## config.mk

```make
export PLATFORM = sky130hd
export DESIGN_NAME = rtcac_top
export DESIGN_NICKNAME = d
export VERILOG_FILES = /design/src/core/rtcac_pkg.sv /design/src/core/rtcac_sync.sv /design/src/core/rtcac_counter.sv /design/src/core/rtcac_top.sv
export VERILOG_INCLUDE_DIRS = /design/src /design/src/core
export SDC_FILE = /design/constraint.sdc
export NUM_CORES = 1
export LEC_CHECK = 0
export BUFFER_PORTS_ARGS = -buffer_cell sky130_fd_sc_hd__buf_2
export CORE_AREA = 10 10 148 150
export CTS_CLUSTER_SIZE = 10
export DETAILED_ROUTE_END_ITERATION = 12
export DIE_AREA = 0 0 158 160
export PLACE_DENSITY_LB_ADDON = 0.25
export SLEW_MARGIN = 20
export SYNTH_ARGS = -nofsm -noshare
export SYNTH_HDL_FRONTEND = slang
export SYNTH_SLANG_ARGS = --single-unit
```

## constraint.sdc

```tcl
create_clock -name CLK_IN -period 6 [get_ports CLK_IN]
set_input_delay 1.5 -clock CLK_IN [delete_from_list [all_inputs] [get_ports CLK_IN]]
set_output_delay 1.5 -clock CLK_IN [all_outputs]
set_load 0.005 [all_outputs]
```

## src/core/rtcac_params.svh

```systemverilog
// Constants of the real-time counter control block: offsets, fields, reset values.
// Assumes inclusion by bare name from the package and design modules.
`ifndef RTCAC_PARAMS_SVH
`define RTCAC_PARAMS_SVH

// ****************************************
// Register byte offsets
// ****************************************
`define RTCAC_OFF_COUNT_HIGH   16'hF900
`define RTCAC_OFF_COUNT_LOW    16'hF904
`define RTCAC_OFF_ALARM_HIGH   16'hF908
`define RTCAC_OFF_ALARM_LOW    16'hF90C
`define RTCAC_OFF_CONTROL      16'hF910
`define RTCAC_OFF_STATUS       16'hF914
`define RTCAC_OFF_IRQ_ENABLE   16'hF918

// ****************************************
// Control field positions
// ****************************************
`define RTCAC_BIT_ROLL_DIS     7
`define RTCAC_BIT_ALARM_DIS    6
`define RTCAC_BIT_PRE_FRZ      5
`define RTCAC_BIT_UPPER_FRZ    4
`define RTCAC_BIT_CLEAR        3
`define RTCAC_BIT_TEST_CLK     1
`define RTCAC_BIT_PAR_TEST     0

// ****************************************
// Status field positions
// ****************************************
`define RTCAC_BIT_ROLL_EVT     1
`define RTCAC_BIT_ALARM_EVT    0

// ****************************************
// Reset values and widths
// ****************************************
`define RTCAC_RST_ALARM_LOW    32'h0000_0000
`define RTCAC_RST_ALARM_HIGH   12'h000
`define RTCAC_RST_CONTROL      8'hC0
`define RTCAC_RST_STATUS       2'h0
`define RTCAC_RST_IRQ_ENABLE   2'h3
`define RTCAC_COUNT_W          44
`define RTCAC_STAGES           6
`define RTCAC_ADDR_W           16

`endif

```

## src/core/rtcac_pkg.sv

```systemverilog
// Types shared by the real-time counter control block.
// Assumes rtcac_params.svh is on the include path.
`include "rtcac_params.svh"

package rtcac_pkg;

  typedef logic [`RTCAC_COUNT_W-1:0] rtcac_count_t;

  // Control register image, bit 7 down to bit 0
  typedef struct packed {
    logic roll_irq_disable;
    logic alarm_irq_disable;
    logic prescaler_freeze;
    logic upper_counter_freeze;
    logic counter_clear;
    logic reserved2;
    logic test_clock_select;
    logic parallel_count_test;
  } rtcac_ctrl_s;

  // Event flags, bit 1 down to bit 0
  typedef struct packed {
    logic rollover_event;
    logic alarm_event;
  } rtcac_evt_s;

endpackage : rtcac_pkg

```

## src/core/rtcac_sync.sv

```systemverilog
// Two-stage reset release for the block.
// Assumes an asynchronous active-low reset and one clock.
module rtcac_sync (
  // Clock and reset
  input  wire logic clk_in,
  input  wire logic rst_b_in,
  // Released reset
  output logic      rst_b_out
);

  logic stage1;
  logic next_stage1;
  logic next_rst_b;

  always_comb begin
    next_stage1 = 1'b1;
    next_rst_b  = stage1;
  end

  always_ff @(posedge clk_in or negedge rst_b_in) begin
    if (!rst_b_in) begin
      stage1    <= 1'b0;
      rst_b_out <= 1'b0;
    end else begin
      stage1    <= next_stage1;
      rst_b_out <= next_rst_b;
    end
  end

endmodule // rtcac_sync

```

## src/core/rtcac_counter.sv

```systemverilog
// 44-bit time counter built of five 8-bit stages and one 4-bit stage.
// Assumes the slow clock input is synchronous to clk_in and slower than half its rate.
`include "rtcac_params.svh"
module rtcac_counter (
  // Clock and reset
  input  wire logic                  clk_in,
  input  wire logic                  rst_b_in,
  // Control and time base
  input  wire rtcac_pkg::rtcac_ctrl_s ctrl_in,
  input  wire logic                  slow_clock_in,
  // Count value
  output rtcac_pkg::rtcac_count_t    count_out
);

  rtcac_pkg::rtcac_ctrl_s  ctrl_q;
  logic                    slow_q;
  rtcac_pkg::rtcac_count_t next_count;
  logic                    tick;

  // ****************************************
  // Control staging and tick
  // ****************************************
  // Control passes a register before use so a bus write never meets a count mid-update
  always_ff @(posedge clk_in or negedge rst_b_in) begin
    if (!rst_b_in) begin
      ctrl_q <= rtcac_pkg::rtcac_ctrl_s'(`RTCAC_RST_CONTROL);
      slow_q <= 1'b0;
    end else begin
      ctrl_q <= ctrl_in; // RL18
      slow_q <= slow_clock_in;
    end
  end

  // ****************************************
  // Stage chain
  // ****************************************
  always_comb begin
    logic [`RTCAC_STAGES-1:0] adv;
    logic                     lower_ones;
    adv        = '0;
    lower_ones = 1'b1;
    next_count = count_out;
    tick       = ctrl_q.test_clock_select | (slow_clock_in & ~slow_q); // RL8
    for (int k = 0; k < `RTCAC_STAGES; k++) begin
      if (k == 0) begin
        adv[k] = tick & ~ctrl_q.prescaler_freeze; // RL5
      end else begin
        adv[k] = tick & ~ctrl_q.upper_counter_freeze // RL6
                 & (ctrl_q.parallel_count_test | lower_ones); // RL9 RL13
      end
      if (k < `RTCAC_STAGES - 1) begin
        lower_ones = lower_ones & (&count_out[k*8 +: 8]);
        if (adv[k]) begin
          next_count[k*8 +: 8] = count_out[k*8 +: 8] + 8'h01;
        end
      end else if (adv[k]) begin
        next_count[43:40] = count_out[43:40] + 4'h1;
      end
    end
    if (ctrl_q.counter_clear) begin
      next_count = '0; // RL7
    end
  end

  always_ff @(posedge clk_in or negedge rst_b_in) begin
    if (!rst_b_in) begin
      count_out <= '0;
    end else begin
      count_out <= next_count;
    end
  end

endmodule // rtcac_counter

```

## src/core/rtcac_top.sv

```systemverilog
// Real-time counter with alarm compare, control and event status, AXI4-Lite slave.
// Assumes one clock CLK_IN at 10 MHz; slow clock input synchronous to it.
//
// Contract
// RL1: Low alarm word is read/write, resets to zero, gives compare bits 31:0.
// RL2: Alarm flag sets when the 44-bit count equals the joined alarm value.
// RL3: Rollover disable bit 7 resets to 1; when 0, all-ones count interrupts.
// RL4: Alarm disable bit 6 resets to 1; when 0, alarm match interrupts.
// RL5: Prescaler freeze bit 5 holds the lowest eight count bits.
// RL6: Upper freeze bit 4 holds the upper thirty-six count bits.
// RL7: Clear bit 3 forces the count to zero until written back to 0.
// RL8: Test clock bit 1 counts on the bus clock instead of slow input.
// RL9: Parallel test bit 0 advances all six stages together.
// RL10: Software keeps freeze and test bits at zero.
// RL11: Rollover flag, status bit 1, resets 0, sets on rollover, write 0 clears.
// RL12: Alarm flag, status bit 0, resets 0, sets on match, write 0 clears.
// RL13: Stages in series; later stage advances when lower stages are all ones.
// RL14: One interrupt output, OR of rollover and alarm sources.
// RL15: High alarm field of 12 bits gives compare bits 43:32.
// RL16: Software reads the counter twice until two reads agree.
// RL17: Interrupt only while a flag is 1 and its disable is 0; writing 1 ignored.
// RL18: Control bits pass a register stage before steering the counter.
`include "rtcac_params.svh"
module rtcac_top (
  // Clock and reset
  input  wire logic                     CLK_IN,
  input  wire logic                     RST_B_IN,
  // Time base
  input  wire logic                     SLOW_CLOCK_IN,
  // AXI4-Lite write address
  input  wire logic [`RTCAC_ADDR_W-1:0] AXI_AWADDR_IN,
  input  wire logic [2:0]               AXI_AWPROT_IN,
  input  wire logic                     AXI_AWVALID_IN,
  output logic                          AXI_AWREADY_OUT,
  // AXI4-Lite write data
  input  wire logic [31:0]              AXI_WDATA_IN,
  input  wire logic [3:0]               AXI_WSTRB_IN,
  input  wire logic                     AXI_WVALID_IN,
  output logic                          AXI_WREADY_OUT,
  // AXI4-Lite write response
  output logic [1:0]                    AXI_BRESP_OUT,
  output logic                          AXI_BVALID_OUT,
  input  wire logic                     AXI_BREADY_IN,
  // AXI4-Lite read address
  input  wire logic [`RTCAC_ADDR_W-1:0] AXI_ARADDR_IN,
  input  wire logic [2:0]               AXI_ARPROT_IN,
  input  wire logic                     AXI_ARVALID_IN,
  output logic                          AXI_ARREADY_OUT,
  // AXI4-Lite read data
  output logic [31:0]                   AXI_RDATA_OUT,
  output logic [1:0]                    AXI_RRESP_OUT,
  output logic                          AXI_RVALID_OUT,
  input  wire logic                     AXI_RREADY_IN,
  // Interrupt to the system interrupt controller
  output logic                          IRQ_OUT
);

  localparam logic [1:0] RESP_OKAY   = 2'h0;
  localparam logic [1:0] RESP_SLVERR = 2'h2;

  logic                    rst_b;
  rtcac_pkg::rtcac_count_t count;

  // ****************************************
  // Register decode helpers
  // ****************************************
  function automatic logic is_mapped(input logic [`RTCAC_ADDR_W-1:0] addr);
    case (addr)
      `RTCAC_OFF_COUNT_HIGH, `RTCAC_OFF_COUNT_LOW, `RTCAC_OFF_ALARM_HIGH,
      `RTCAC_OFF_ALARM_LOW, `RTCAC_OFF_CONTROL, `RTCAC_OFF_STATUS,
      `RTCAC_OFF_IRQ_ENABLE: is_mapped = 1'b1;
      default:               is_mapped = 1'b0;
    endcase
  endfunction

  function automatic logic [31:0] merge(input logic [31:0] old_val,
                                        input logic [31:0] wdata,
                                        input logic [3:0]  wstrb);
    merge = old_val;
    for (int b = 0; b < 4; b++) begin
      if (wstrb[b]) begin
        merge[b*8 +: 8] = wdata[b*8 +: 8];
      end
    end
  endfunction

  // ****************************************
  // Reset release
  // ****************************************
  rtcac_sync u_sync (
    .clk_in    (CLK_IN),
    .rst_b_in  (RST_B_IN),
    .rst_b_out (rst_b)
  );

  // ****************************************
  // Register state and bus slave
  // ****************************************
  logic [31:0]                  alarm_low;
  logic [11:0]                  alarm_high;
  rtcac_pkg::rtcac_ctrl_s       ctrl;
  rtcac_pkg::rtcac_evt_s        status;
  logic [1:0]                   irq_enable;
  logic                         aw_held;
  logic [`RTCAC_ADDR_W-1:0]     aw_addr;
  logic                         w_held;
  logic [31:0]                  w_data;
  logic [3:0]                   w_strb;
  logic                         at_max_q;
  logic                         match_q;

  logic [31:0]                  next_alarm_low;
  logic [11:0]                  next_alarm_high;
  rtcac_pkg::rtcac_ctrl_s       next_ctrl;
  rtcac_pkg::rtcac_evt_s        next_status;
  logic [1:0]                   next_irq_enable;
  logic                         next_aw_held;
  logic [`RTCAC_ADDR_W-1:0]     next_aw_addr;
  logic                         next_w_held;
  logic [31:0]                  next_w_data;
  logic [3:0]                   next_w_strb;
  logic                         next_bvalid;
  logic [1:0]                   next_bresp;
  logic                         next_rvalid;
  logic [31:0]                  next_rdata;
  logic [1:0]                   next_rresp;
  logic                         next_at_max;
  logic                         next_match;

  logic                         do_write;
  logic                         do_read;
  logic                         roll_hit;
  logic                         alarm_hit;

  // Events are edges of the compare so a frozen or stopped count sets a flag once
  assign next_at_max = &count;
  assign next_match  = (count == {alarm_high, alarm_low}); // RL2 RL15
  assign roll_hit    = next_at_max & ~at_max_q; // RL3
  assign alarm_hit   = next_match & ~match_q;

  assign AXI_AWREADY_OUT = ~aw_held & ~AXI_BVALID_OUT;
  assign AXI_WREADY_OUT  = ~w_held & ~AXI_BVALID_OUT;
  assign AXI_ARREADY_OUT = ~AXI_RVALID_OUT;

  always_comb begin
    logic                     aw_now;
    logic                     w_now;
    logic [`RTCAC_ADDR_W-1:0] wa;
    logic [31:0]              wd;
    logic [3:0]               ws;
    logic [31:0]              wr_val;
    aw_now          = AXI_AWVALID_IN & AXI_AWREADY_OUT;
    w_now           = AXI_WVALID_IN & AXI_WREADY_OUT;
    wa              = aw_held ? aw_addr : AXI_AWADDR_IN;
    wd              = w_held ? w_data : AXI_WDATA_IN;
    ws              = w_held ? w_strb : AXI_WSTRB_IN;
    do_write        = (aw_held | aw_now) & (w_held | w_now);
    do_read         = AXI_ARVALID_IN & AXI_ARREADY_OUT;
    next_aw_held    = (aw_held | aw_now) & ~do_write;
    next_aw_addr    = aw_now ? AXI_AWADDR_IN : aw_addr;
    next_w_held     = (w_held | w_now) & ~do_write;
    next_w_data     = w_now ? AXI_WDATA_IN : w_data;
    next_w_strb     = w_now ? AXI_WSTRB_IN : w_strb;
    next_bvalid     = AXI_BVALID_OUT & ~AXI_BREADY_IN;
    next_bresp      = AXI_BRESP_OUT;
    next_rvalid     = AXI_RVALID_OUT & ~AXI_RREADY_IN;
    next_rdata      = AXI_RDATA_OUT;
    next_rresp      = AXI_RRESP_OUT;
    next_alarm_low  = alarm_low;
    next_alarm_high = alarm_high;
    next_ctrl       = ctrl;
    next_irq_enable = irq_enable;
    next_status     = status;
    wr_val          = '0;

    // Write side: clears first, so an event in the same cycle still lands below
    if (do_write) begin
      next_bvalid = 1'b1;
      next_bresp  = is_mapped(wa) ? RESP_OKAY : RESP_SLVERR;
      case (wa)
        `RTCAC_OFF_ALARM_LOW: begin
          next_alarm_low = merge(alarm_low, wd, ws); // RL1
        end
        `RTCAC_OFF_ALARM_HIGH: begin
          wr_val          = merge({20'h00000, alarm_high}, wd, ws);
          next_alarm_high = wr_val[11:0]; // RL15
        end
        `RTCAC_OFF_CONTROL: begin
          wr_val    = merge({24'h000000, ctrl}, wd, ws);
          next_ctrl = rtcac_pkg::rtcac_ctrl_s'(wr_val[7:0]);
          next_ctrl.reserved2 = 1'b0;
        end
        `RTCAC_OFF_STATUS: begin
          if (ws[0]) begin
            // A written 0 clears, as a status read does; a written 1 leaves the flag alone
            next_status.rollover_event = status.rollover_event
                                         & wd[`RTCAC_BIT_ROLL_EVT]; // RL11 RL17
            next_status.alarm_event    = status.alarm_event
                                         & wd[`RTCAC_BIT_ALARM_EVT]; // RL12 RL17
          end
        end
        `RTCAC_OFF_IRQ_ENABLE: begin
          wr_val          = merge({30'h00000000, irq_enable}, wd, ws);
          next_irq_enable = wr_val[1:0];
        end
        default: begin
          wr_val = '0;
        end
      endcase
    end

    // Read side; counter words are a live snapshot, software double-reads them
    if (do_read) begin
      next_rvalid = 1'b1;
      next_rresp  = is_mapped(AXI_ARADDR_IN) ? RESP_OKAY : RESP_SLVERR;
      case (AXI_ARADDR_IN)
        `RTCAC_OFF_COUNT_HIGH:  next_rdata = {20'h00000, count[43:32]}; // RL16
        `RTCAC_OFF_COUNT_LOW:   next_rdata = count[31:0]; // RL16
        `RTCAC_OFF_ALARM_HIGH:  next_rdata = {20'h00000, alarm_high};
        `RTCAC_OFF_ALARM_LOW:   next_rdata = alarm_low;
        `RTCAC_OFF_CONTROL:     next_rdata = {24'h000000, ctrl};
        `RTCAC_OFF_STATUS: begin
          next_rdata  = {30'h00000000, status};
          next_status = '0;
        end
        `RTCAC_OFF_IRQ_ENABLE:  next_rdata = {30'h00000000, irq_enable};
        default:                next_rdata = 32'h0000_0000;
      endcase
    end

    // Hardware set wins over any clear in the same cycle
    if (roll_hit) begin
      next_status.rollover_event = 1'b1; // RL11
    end
    if (alarm_hit) begin
      next_status.alarm_event = 1'b1; // RL2 RL12
    end
  end

  always_ff @(posedge CLK_IN or negedge rst_b) begin
    if (!rst_b) begin
      alarm_low      <= `RTCAC_RST_ALARM_LOW; // RL1
      alarm_high     <= `RTCAC_RST_ALARM_HIGH;
      ctrl           <= rtcac_pkg::rtcac_ctrl_s'(`RTCAC_RST_CONTROL); // RL3 RL4
      status         <= rtcac_pkg::rtcac_evt_s'(`RTCAC_RST_STATUS); // RL11 RL12
      irq_enable     <= `RTCAC_RST_IRQ_ENABLE;
      aw_held        <= 1'b0;
      aw_addr        <= '0;
      w_held         <= 1'b0;
      w_data         <= 32'h0000_0000;
      w_strb         <= 4'h0;
      AXI_BVALID_OUT <= 1'b0;
      AXI_BRESP_OUT  <= 2'h0;
      AXI_RVALID_OUT <= 1'b0;
      AXI_RDATA_OUT  <= 32'h0000_0000;
      AXI_RRESP_OUT  <= 2'h0;
      at_max_q       <= 1'b0;
      // Count and alarm both start at zero; no spurious match after reset
      match_q        <= 1'b1;
    end else begin
      alarm_low      <= next_alarm_low;
      alarm_high     <= next_alarm_high;
      ctrl           <= next_ctrl;
      status         <= next_status;
      irq_enable     <= next_irq_enable;
      aw_held        <= next_aw_held;
      aw_addr        <= next_aw_addr;
      w_held         <= next_w_held;
      w_data         <= next_w_data;
      w_strb         <= next_w_strb;
      AXI_BVALID_OUT <= next_bvalid;
      AXI_BRESP_OUT  <= next_bresp;
      AXI_RVALID_OUT <= next_rvalid;
      AXI_RDATA_OUT  <= next_rdata;
      AXI_RRESP_OUT  <= next_rresp;
      at_max_q       <= next_at_max;
      match_q        <= next_match;
    end
  end

  // ****************************************
  // Interrupt output
  // ****************************************
  logic irq;
  logic next_irq;

  always_comb begin
    next_irq = (status.rollover_event & ~ctrl.roll_irq_disable & irq_enable[1]) // RL3 RL17
             | (status.alarm_event & ~ctrl.alarm_irq_disable & irq_enable[0]); // RL4 RL14
  end

  always_ff @(posedge CLK_IN or negedge rst_b) begin
    if (!rst_b) begin
      irq <= 1'b0;
    end else begin
      irq <= next_irq;
    end
  end

  assign IRQ_OUT = irq;

  // ****************************************
  // Counter
  // ****************************************
  // Freeze and test bits are honoured even though software should leave them at 0
  rtcac_counter u_counter (
    .clk_in        (CLK_IN),
    .rst_b_in      (rst_b),
    .ctrl_in       (ctrl), // RL10
    .slow_clock_in (SLOW_CLOCK_IN),
    .count_out     (count)
  );

endmodule // rtcac_top

```

==> flow_metrics.env, run 1 <==
export IMPL_synth_top_area_share_pct=49.09
export IMPL_cp_end_kind="flip-flop"
export IMPL_seq_area_frac_synth_pct=50.42
export IMPL_setup_viol=0
export IMPL_start_util_pct=52.10
export IMPL_gr_total_overflow=0
export IMPL_crit_type="in2reg"
export IMPL_clock_fmax_mhz=288.3
export IMPL_final_nets=1041
export IMPL_p_comb_share_pct=18.6
export IMPL_netlist_instances=862
export IMPL_num_vias=6863
export IMPL_avgSynthCellArea_um2=11.53
export IMPL_antenna_found_initial=3
export IMPL_coreArea_mm2=0.01908
export IMPL_ant_nets=0
export IMPL_register_area_mm2=0.005016
export IMPL_period_needed_ns=3.468
export IMPL_synth_xor_area_share_pct=5.551
export IMPL_clockBufferDepth=2
export IMPL_synth_warnings=0
export IMPL_first_iter_violations=534
export IMPL_ctsHoldBuffers=0
export IMPL_fillers=1591
export IMPL_drv_cap=0
export IMPL_fin_crit_sh_pct=57.81
export IMPL_synth_simple_gate_area_share_pct=11.56
export IMPL_first_global_vias=6884
export IMPL_clk_latency_ns=0.43
export IMPL_synth_top_family_by_area="multiplexers"
export IMPL_gp_congestion=0.9085
export IMPL_max_stage_delay_ns=1.12
export IMPL_wirelength_mm=22.92
export IMPL_ys_seq_elements=200
export IMPL_antenna_cells=0
export IMPL_dr_pass1_iters=5
export IMPL_synth_compound_area_share_pct=8.031
export IMPL_fp_dieW_um=158
export IMPL_cts_buffers=17
export IMPL_clkPwrFrac_pct=32.7
export IMPL_outcome="finished, final reports clean"
export IMPL_ys_async_sr_fraction_pct=100.0
export IMPL_die_height_um=160
export IMPL_hold_path_class="reg2reg"
export IMPL_dpl_cell_count=1171
export IMPL_worstPathRequired_ns=6.35
export IMPL_drc=0
export IMPL_relSlewSlack_pct=29.92
export IMPL_maxSlewViolCount=0
export IMPL_startpoint_type="input port"
export IMPL_multiInputGateArea_mm2=0.004671
export IMPL_synthDistinctLibCells=61
export IMPL_crit_arrival_ns=3.82
export IMPL_finalHoldViolations=0
export IMPL_intPower_uw=2450
export IMPL_dp_hpwl_mm=16.83
export IMPL_wl_per_cell_um=19.04
export IMPL_power_density_mw_per_mm2=300.8
export IMPL_worst_slew_pin_slew_ns=1.051
export IMPL_io_buffers=115
export IMPL_synth_area_leader_cell="dfrtp_1"
export IMPL_power_leakage_uw=0.004906
export IMPL_synth_common_cells="dfrtp_1, mux2_2, xnor2_1, mux2i_1, o21ai_0"
export IMPL_synth_adder_area_share_pct=0.7553
export IMPL_yosysMostFrequentCell="dfrtp_1"
export IMPL_post_cts_resize_count=0
export IMPL_p_switching_uw=940.0
export IMPL_layout_cells_non_filler=1204
export IMPL_synth_edf_count=0
export IMPL_pin_count=124
export IMPL_cts_setup_buffers=0
export IMPL_tns_ns=0
export IMPL_seqPwrFrac_pct=48.7
export IMPL_grt_usage_pct=18.52
export IMPL_root_buffer="clkbuf_16"
export IMPL_path_buf_inv=1
export IMPL_grt_pass1_wl_mm=37.29
export IMPL_die_area_mm2=0.02528
export IMPL_swShare_pct=27.73
export IMPL_crit_fanout=25
export IMPL_cts_sinks=200
export IMPL_synthMuxAreaShare_pct=20.87
export IMPL_cts_tree="yes"
export IMPL_rsz0062_at_grt="false"
export IMPL_cts_max_level=4
export IMPL_cp_top_family="simple AND/OR/NAND/NOR gates"
export IMPL_synthFlopType="dfrtp_1"
export IMPL_syn2layout_area_growth_pct=13.39
export IMPL_regToRegSetupSlack_ns=3.05
export IMPL_yosys_top_cells_area="dfrtp_1, mux2_2, mux2i_1, xnor2_1, o21ai_0"
export IMPL_worst_path_max_delay_cell="or4b_2"
export IMPL_irDropWorstVdd_uv=301.7
export IMPL_vias_per_cell=5.700
export IMPL_clkTransAtPathRegs_ns=0.07
export IMPL_grt_start_max_net_pins=80
export IMPL_drive_gt1_share_pct=31.78
export IMPL_crit_chain="buf_2 > nor4_1 > nand4_1 > or4b_2 > a2bb2oi_1 > o21ai_0"
export IMPL_finClkSkew_ns=0.009375
export IMPL_row_count=51
export IMPL_synth_area_mm2=0.009940
sequential cells by signal, indices dropped and copies added, names as in the netlist, 2 cells and up:
name                 count
u_counter.count_out     44
AXI_RDATA_OUT           32
alarm_low               32
w_data                  32
aw_addr                 16
alarm_high              12
ctrl                     7
u_counter.ctrl_q         5
w_strb                   4
irq_enable               2
status                   2
power groups by stage:
stage	combinational [µW]	sequential [µW]	clock, µW
2_1_floorplan	499	1650	0
3_3_place_gp	623	1670	0
3_5_place_dp	633	1680	0
4_1_cts	637	1650	1130
5_1_grt	689	1680	1180
6_report	631	1650	1110
final timing paths:
check / from / endpoint / cells past startpoint
worst max-delay path: AXI_ARADDR_IN[1] / AXI_RDATA_OUT[5] / 6
max in group asynchronous: u_sync.rst_b_out / alarm_low[16] / 2
worst max register to register: u_counter.count_out[16] / u_counter.count_out[29] / 6
worst min register to register: u_sync.next_rst_b / u_sync.rst_b_out / 0
worst min-delay path: u_sync.next_rst_b / u_sync.rst_b_out / 0
min in group asynchronous: u_sync.rst_b_out / w_data[7] / 0
cells by family (layout without fill, tap and decap cells):
kind of cell	Yosys count	after routing
AND/OR/NAND/NOR	207	207
buffers and inverters	70	173
XOR/XNOR	63	63
adder cells (fa/ha/maj)	6	6
AO/OA/AOI/OAI	127	127
other	2	3
multiplexers	187	187
flip-flops	200	200
final cells by class:
class | count | share of cell area, %
multi-input combinational | 593 | 41.44
inverter | 19 | 0.6328
clock buffer | 20 | 4.052
clock inverter | 12 | 0.9769
timing repair buffer | 122 | 5.750
tap | 238 | 2.642
sequential | 200 | 44.50
metal layers:
metal  up-vias  track usage (%)  part of all wire [%]
li1       3281                -                     -
met1      3396            26.06                    48
met2       153            27.63                    45
met3        27            4.539                   5.2
met4         6            5.560                   1.4
met5         -                0                  0.18
placed cells by master (no fill, tap or decap), types with 5 or more instances in the layout:
cell type | netlist | final
a21oi_1 | 25 | 25
a22oi_1 | 11 | 11
a2bb2oi_1 | 5 | 5
and3_1 | 6 | 6
buf_2 | 2 | 115
buf_4 | 2 | 6
clkbuf_16 | 0 | 17
dfrtp_1 | 195 | 193
dfstp_2 | 5 | 5
ha_1 | 6 | 6
inv_1 | 19 | 19
mux2_2 | 124 | 124
mux2i_1 | 55 | 54
nand2_1 | 47 | 47
nand3_1 | 19 | 19
nand4_1 | 24 | 24
nor2_1 | 41 | 41
nor2b_1 | 7 | 7
nor3_1 | 15 | 15
nor3_4 | 6 | 6
nor4_1 | 10 | 10
o21ai_0 | 52 | 52
o31ai_1 | 5 | 5
or3_1 | 8 | 8
or4_1 | 5 | 5
xnor2_1 | 56 | 56
xor2_1 | 7 | 7
through the flow:
step | hold slack, ns | total power [µW] | setup slack, ns | instance area, µm² | utilization (%)
5_1_grt | 0.3569 | 3551 | 2.358 | 11270 | 59.07
6_report | 0.3561 | 3390 | 2.532 | 11270 | 59.07
3_5_place_dp | 0.3358 | 2313 | 2.135 | 10670 | 55.91
2_1_floorplan | 0.3312 | 2152 | 0.02284 | 9943 | -
3_3_place_gp | 0.3365 | 2289 | 2.118 | 10670 | 55.91
4_1_cts | 0.3544 | 3416 | 2.595 | 11230 | 58.88
Power figures use the tool's default switching activity.
==> run 2, diff against run 1 <==
CORE_AREA = 10 10 146 148   (was 10 10 148 150)
DIE_AREA = 0 0 156 158   (was 0 0 158 160)
clock period = 3.6 ns   (was 6 ns; I/O delays follow)
==> run 2 against run 1 <==
Via count rose by 3.1%; clock skew rose by 0.0032 ns; sequential power rose by 68%; critical path depth fell by 1; sequential cell count did not move.
==> flow_metrics.env, run 2 (synthesis results as in run 1) <==
export IMPL_power_leakage_uw=0.004970
export IMPL_pre_cts_slack_ns=0.4505
export IMPL_io_buffers=115
export IMPL_dp_hpwl_mm=17.32
export IMPL_largest_reg_flops=44
export IMPL_cts_buffers=17
export IMPL_clkTransAtPathRegs_ns=0.07
export IMPL_worstPathRequired_ns=3.92
export IMPL_clockBufferDepth=2
export IMPL_period_needed_ns=2.729
export IMPL_grt_usage_pct=19.49
export IMPL_row_count=50
export IMPL_startpoint_type="flip-flop"
export IMPL_final_cell_mix="dfrtp_1, mux2_2, buf_2, xnor2_1, mux2i_1"
export IMPL_dr_pass1_iters=6
export IMPL_fillers=1524
export IMPL_r2r_end="alarm_low[19]"
export IMPL_final_common_cell="dfrtp_1"
export IMPL_post_cts_resize_count=0
export IMPL_drc=0
export IMPL_clk_latency_ns=0.44
export IMPL_regToRegSetupSlack_ns=0.87
export IMPL_wirelength_mm=23.70
export IMPL_vias_per_cell=5.857
export IMPL_antenna_found_initial=4
export IMPL_drv_cap=0
export IMPL_relSlewSlack_pct=22.86
export IMPL_worstRegToRegCells=5
export IMPL_outcome="finished, final reports clean"
export IMPL_root_buffer="clkbuf_16"
export IMPL_power_density_mw_per_mm2=512.2
export IMPL_cts_sinks=200
export IMPL_ctsHoldBuffers=0
export IMPL_setup_viol=0
export IMPL_timing_rr_start="aw_held"
export IMPL_crit_arrival_ns=3.04
export IMPL_pin_count=124
export IMPL_grt_pass1_wl_mm=37.97
export IMPL_dpl_cell_area_mm2=0.01075
export IMPL_coreArea_mm2=0.01846
export IMPL_cts_tree="yes"
export IMPL_gp_congestion=0.9038
export IMPL_rsz0062_at_grt="false"
export IMPL_ant_nets=0
export IMPL_hold_path_class="in2async"
export IMPL_die_area_mm2=0.02465
export IMPL_final_cell_area_mm2=0.01136
export IMPL_clock_fmax_mhz=366.4
export IMPL_fin_crit_sh_pct=75.80
export IMPL_worst_slew_pin_slew_ns=1.141
export IMPL_regMostFlops="u_counter.count_out"
export IMPL_drive_gt1_share_pct=31.96
export IMPL_cts_setup_buffers=0
export IMPL_maxSlewViolCount=0
export IMPL_gr_total_overflow=0
export IMPL_die_height_um=158
export IMPL_final_nets=1048
export IMPL_cts_max_level=4
export IMPL_start_util_pct=53.86
export IMPL_power_total_uw=5819
export IMPL_finalHoldViolations=0
export IMPL_crit_type="reg2reg"
export IMPL_tns_ns=0
export IMPL_crit_fanout=14
export IMPL_first_iter_violations=450
export IMPL_fp_dieW_um=156
export IMPL_num_vias=7075
export IMPL_irDropWorstVdd_uv=530.5
export IMPL_grt_start_max_net_pins=63
export IMPL_finClkSkew_ns=0.01255
export IMPL_syn2layout_area_growth_pct=14.30
export IMPL_wl_per_cell_um=19.62
export IMPL_setup_slack_ns=0.8711
export IMPL_cp_end_kind="flip-flop"
export IMPL_first_global_vias=6996
run 2: per-stage QoR:
stage	hold slack (ns)	util [%]	std cells
global route	0.2133	61.55	1207
detailed placement	0.3412	58.23	1175
floorplan	0.3311	-	863
global placement	0.3362	58.23	1175
CTS	0.2167	61.55	1207
finish	0.2298	61.56	1208
run 2: cell type report:
type	instances	area, µm²	share of cell area [%]
Antenna cell	1	2.502	0.02203
Clock buffer	20	446.7	3.932
Clock inverter	12	165.2	1.454
Inverter	19	71.32	0.6278
Multi-Input combinational cell	593	4661	41.02
Sequential cell	200	5016	44.15
Tap cell	234	292.8	2.577
Timing Repair Buffer	129	705.7	6.211
run 2: worst max-delay path, stage by stage (launching register included):
cell and delay [ns]:
dfrtp_1 0.63, or4b_1 0.54, nor3_4 0.35, o211ai_4 0.20, nor3_4 0.50, mux2_2 0.40
run 2: routing by layer:
layer,track usage (%),vias to the layer above,part of all wire (%)
met4,6.610,6,2.0
li1,-,3300,-
met2,29.99,202,46
met5,0,-,0.14
met3,4.505,35,5.9
met1,26.57,3532,46
run 2: how the worst max path moves through the flow:
stage / startpoint / end / slack (ns) / cells after the start
finish: aw_held / alarm_low[19] / 0.87 / 5
global route: aw_held / alarm_low[17] / 0.72 / 5
CTS: aw_held / alarm_low[19] / 0.85 / 5
detailed placement: AXI_AWADDR_IN[7] / alarm_low[19] / 0.45 / 6
global placement: AXI_AWADDR_IN[7] / alarm_low[16] / 0.49 / 6
floorplan: u_sync.rst_b_out / AXI_BRESP_OUT[1] / 0.31 / 0
run 2: power breakdown:
group | internal [µW] | switching, µW
sequential | 2560 | 207
combinational | 583 | 463
clock | 1130 | 873
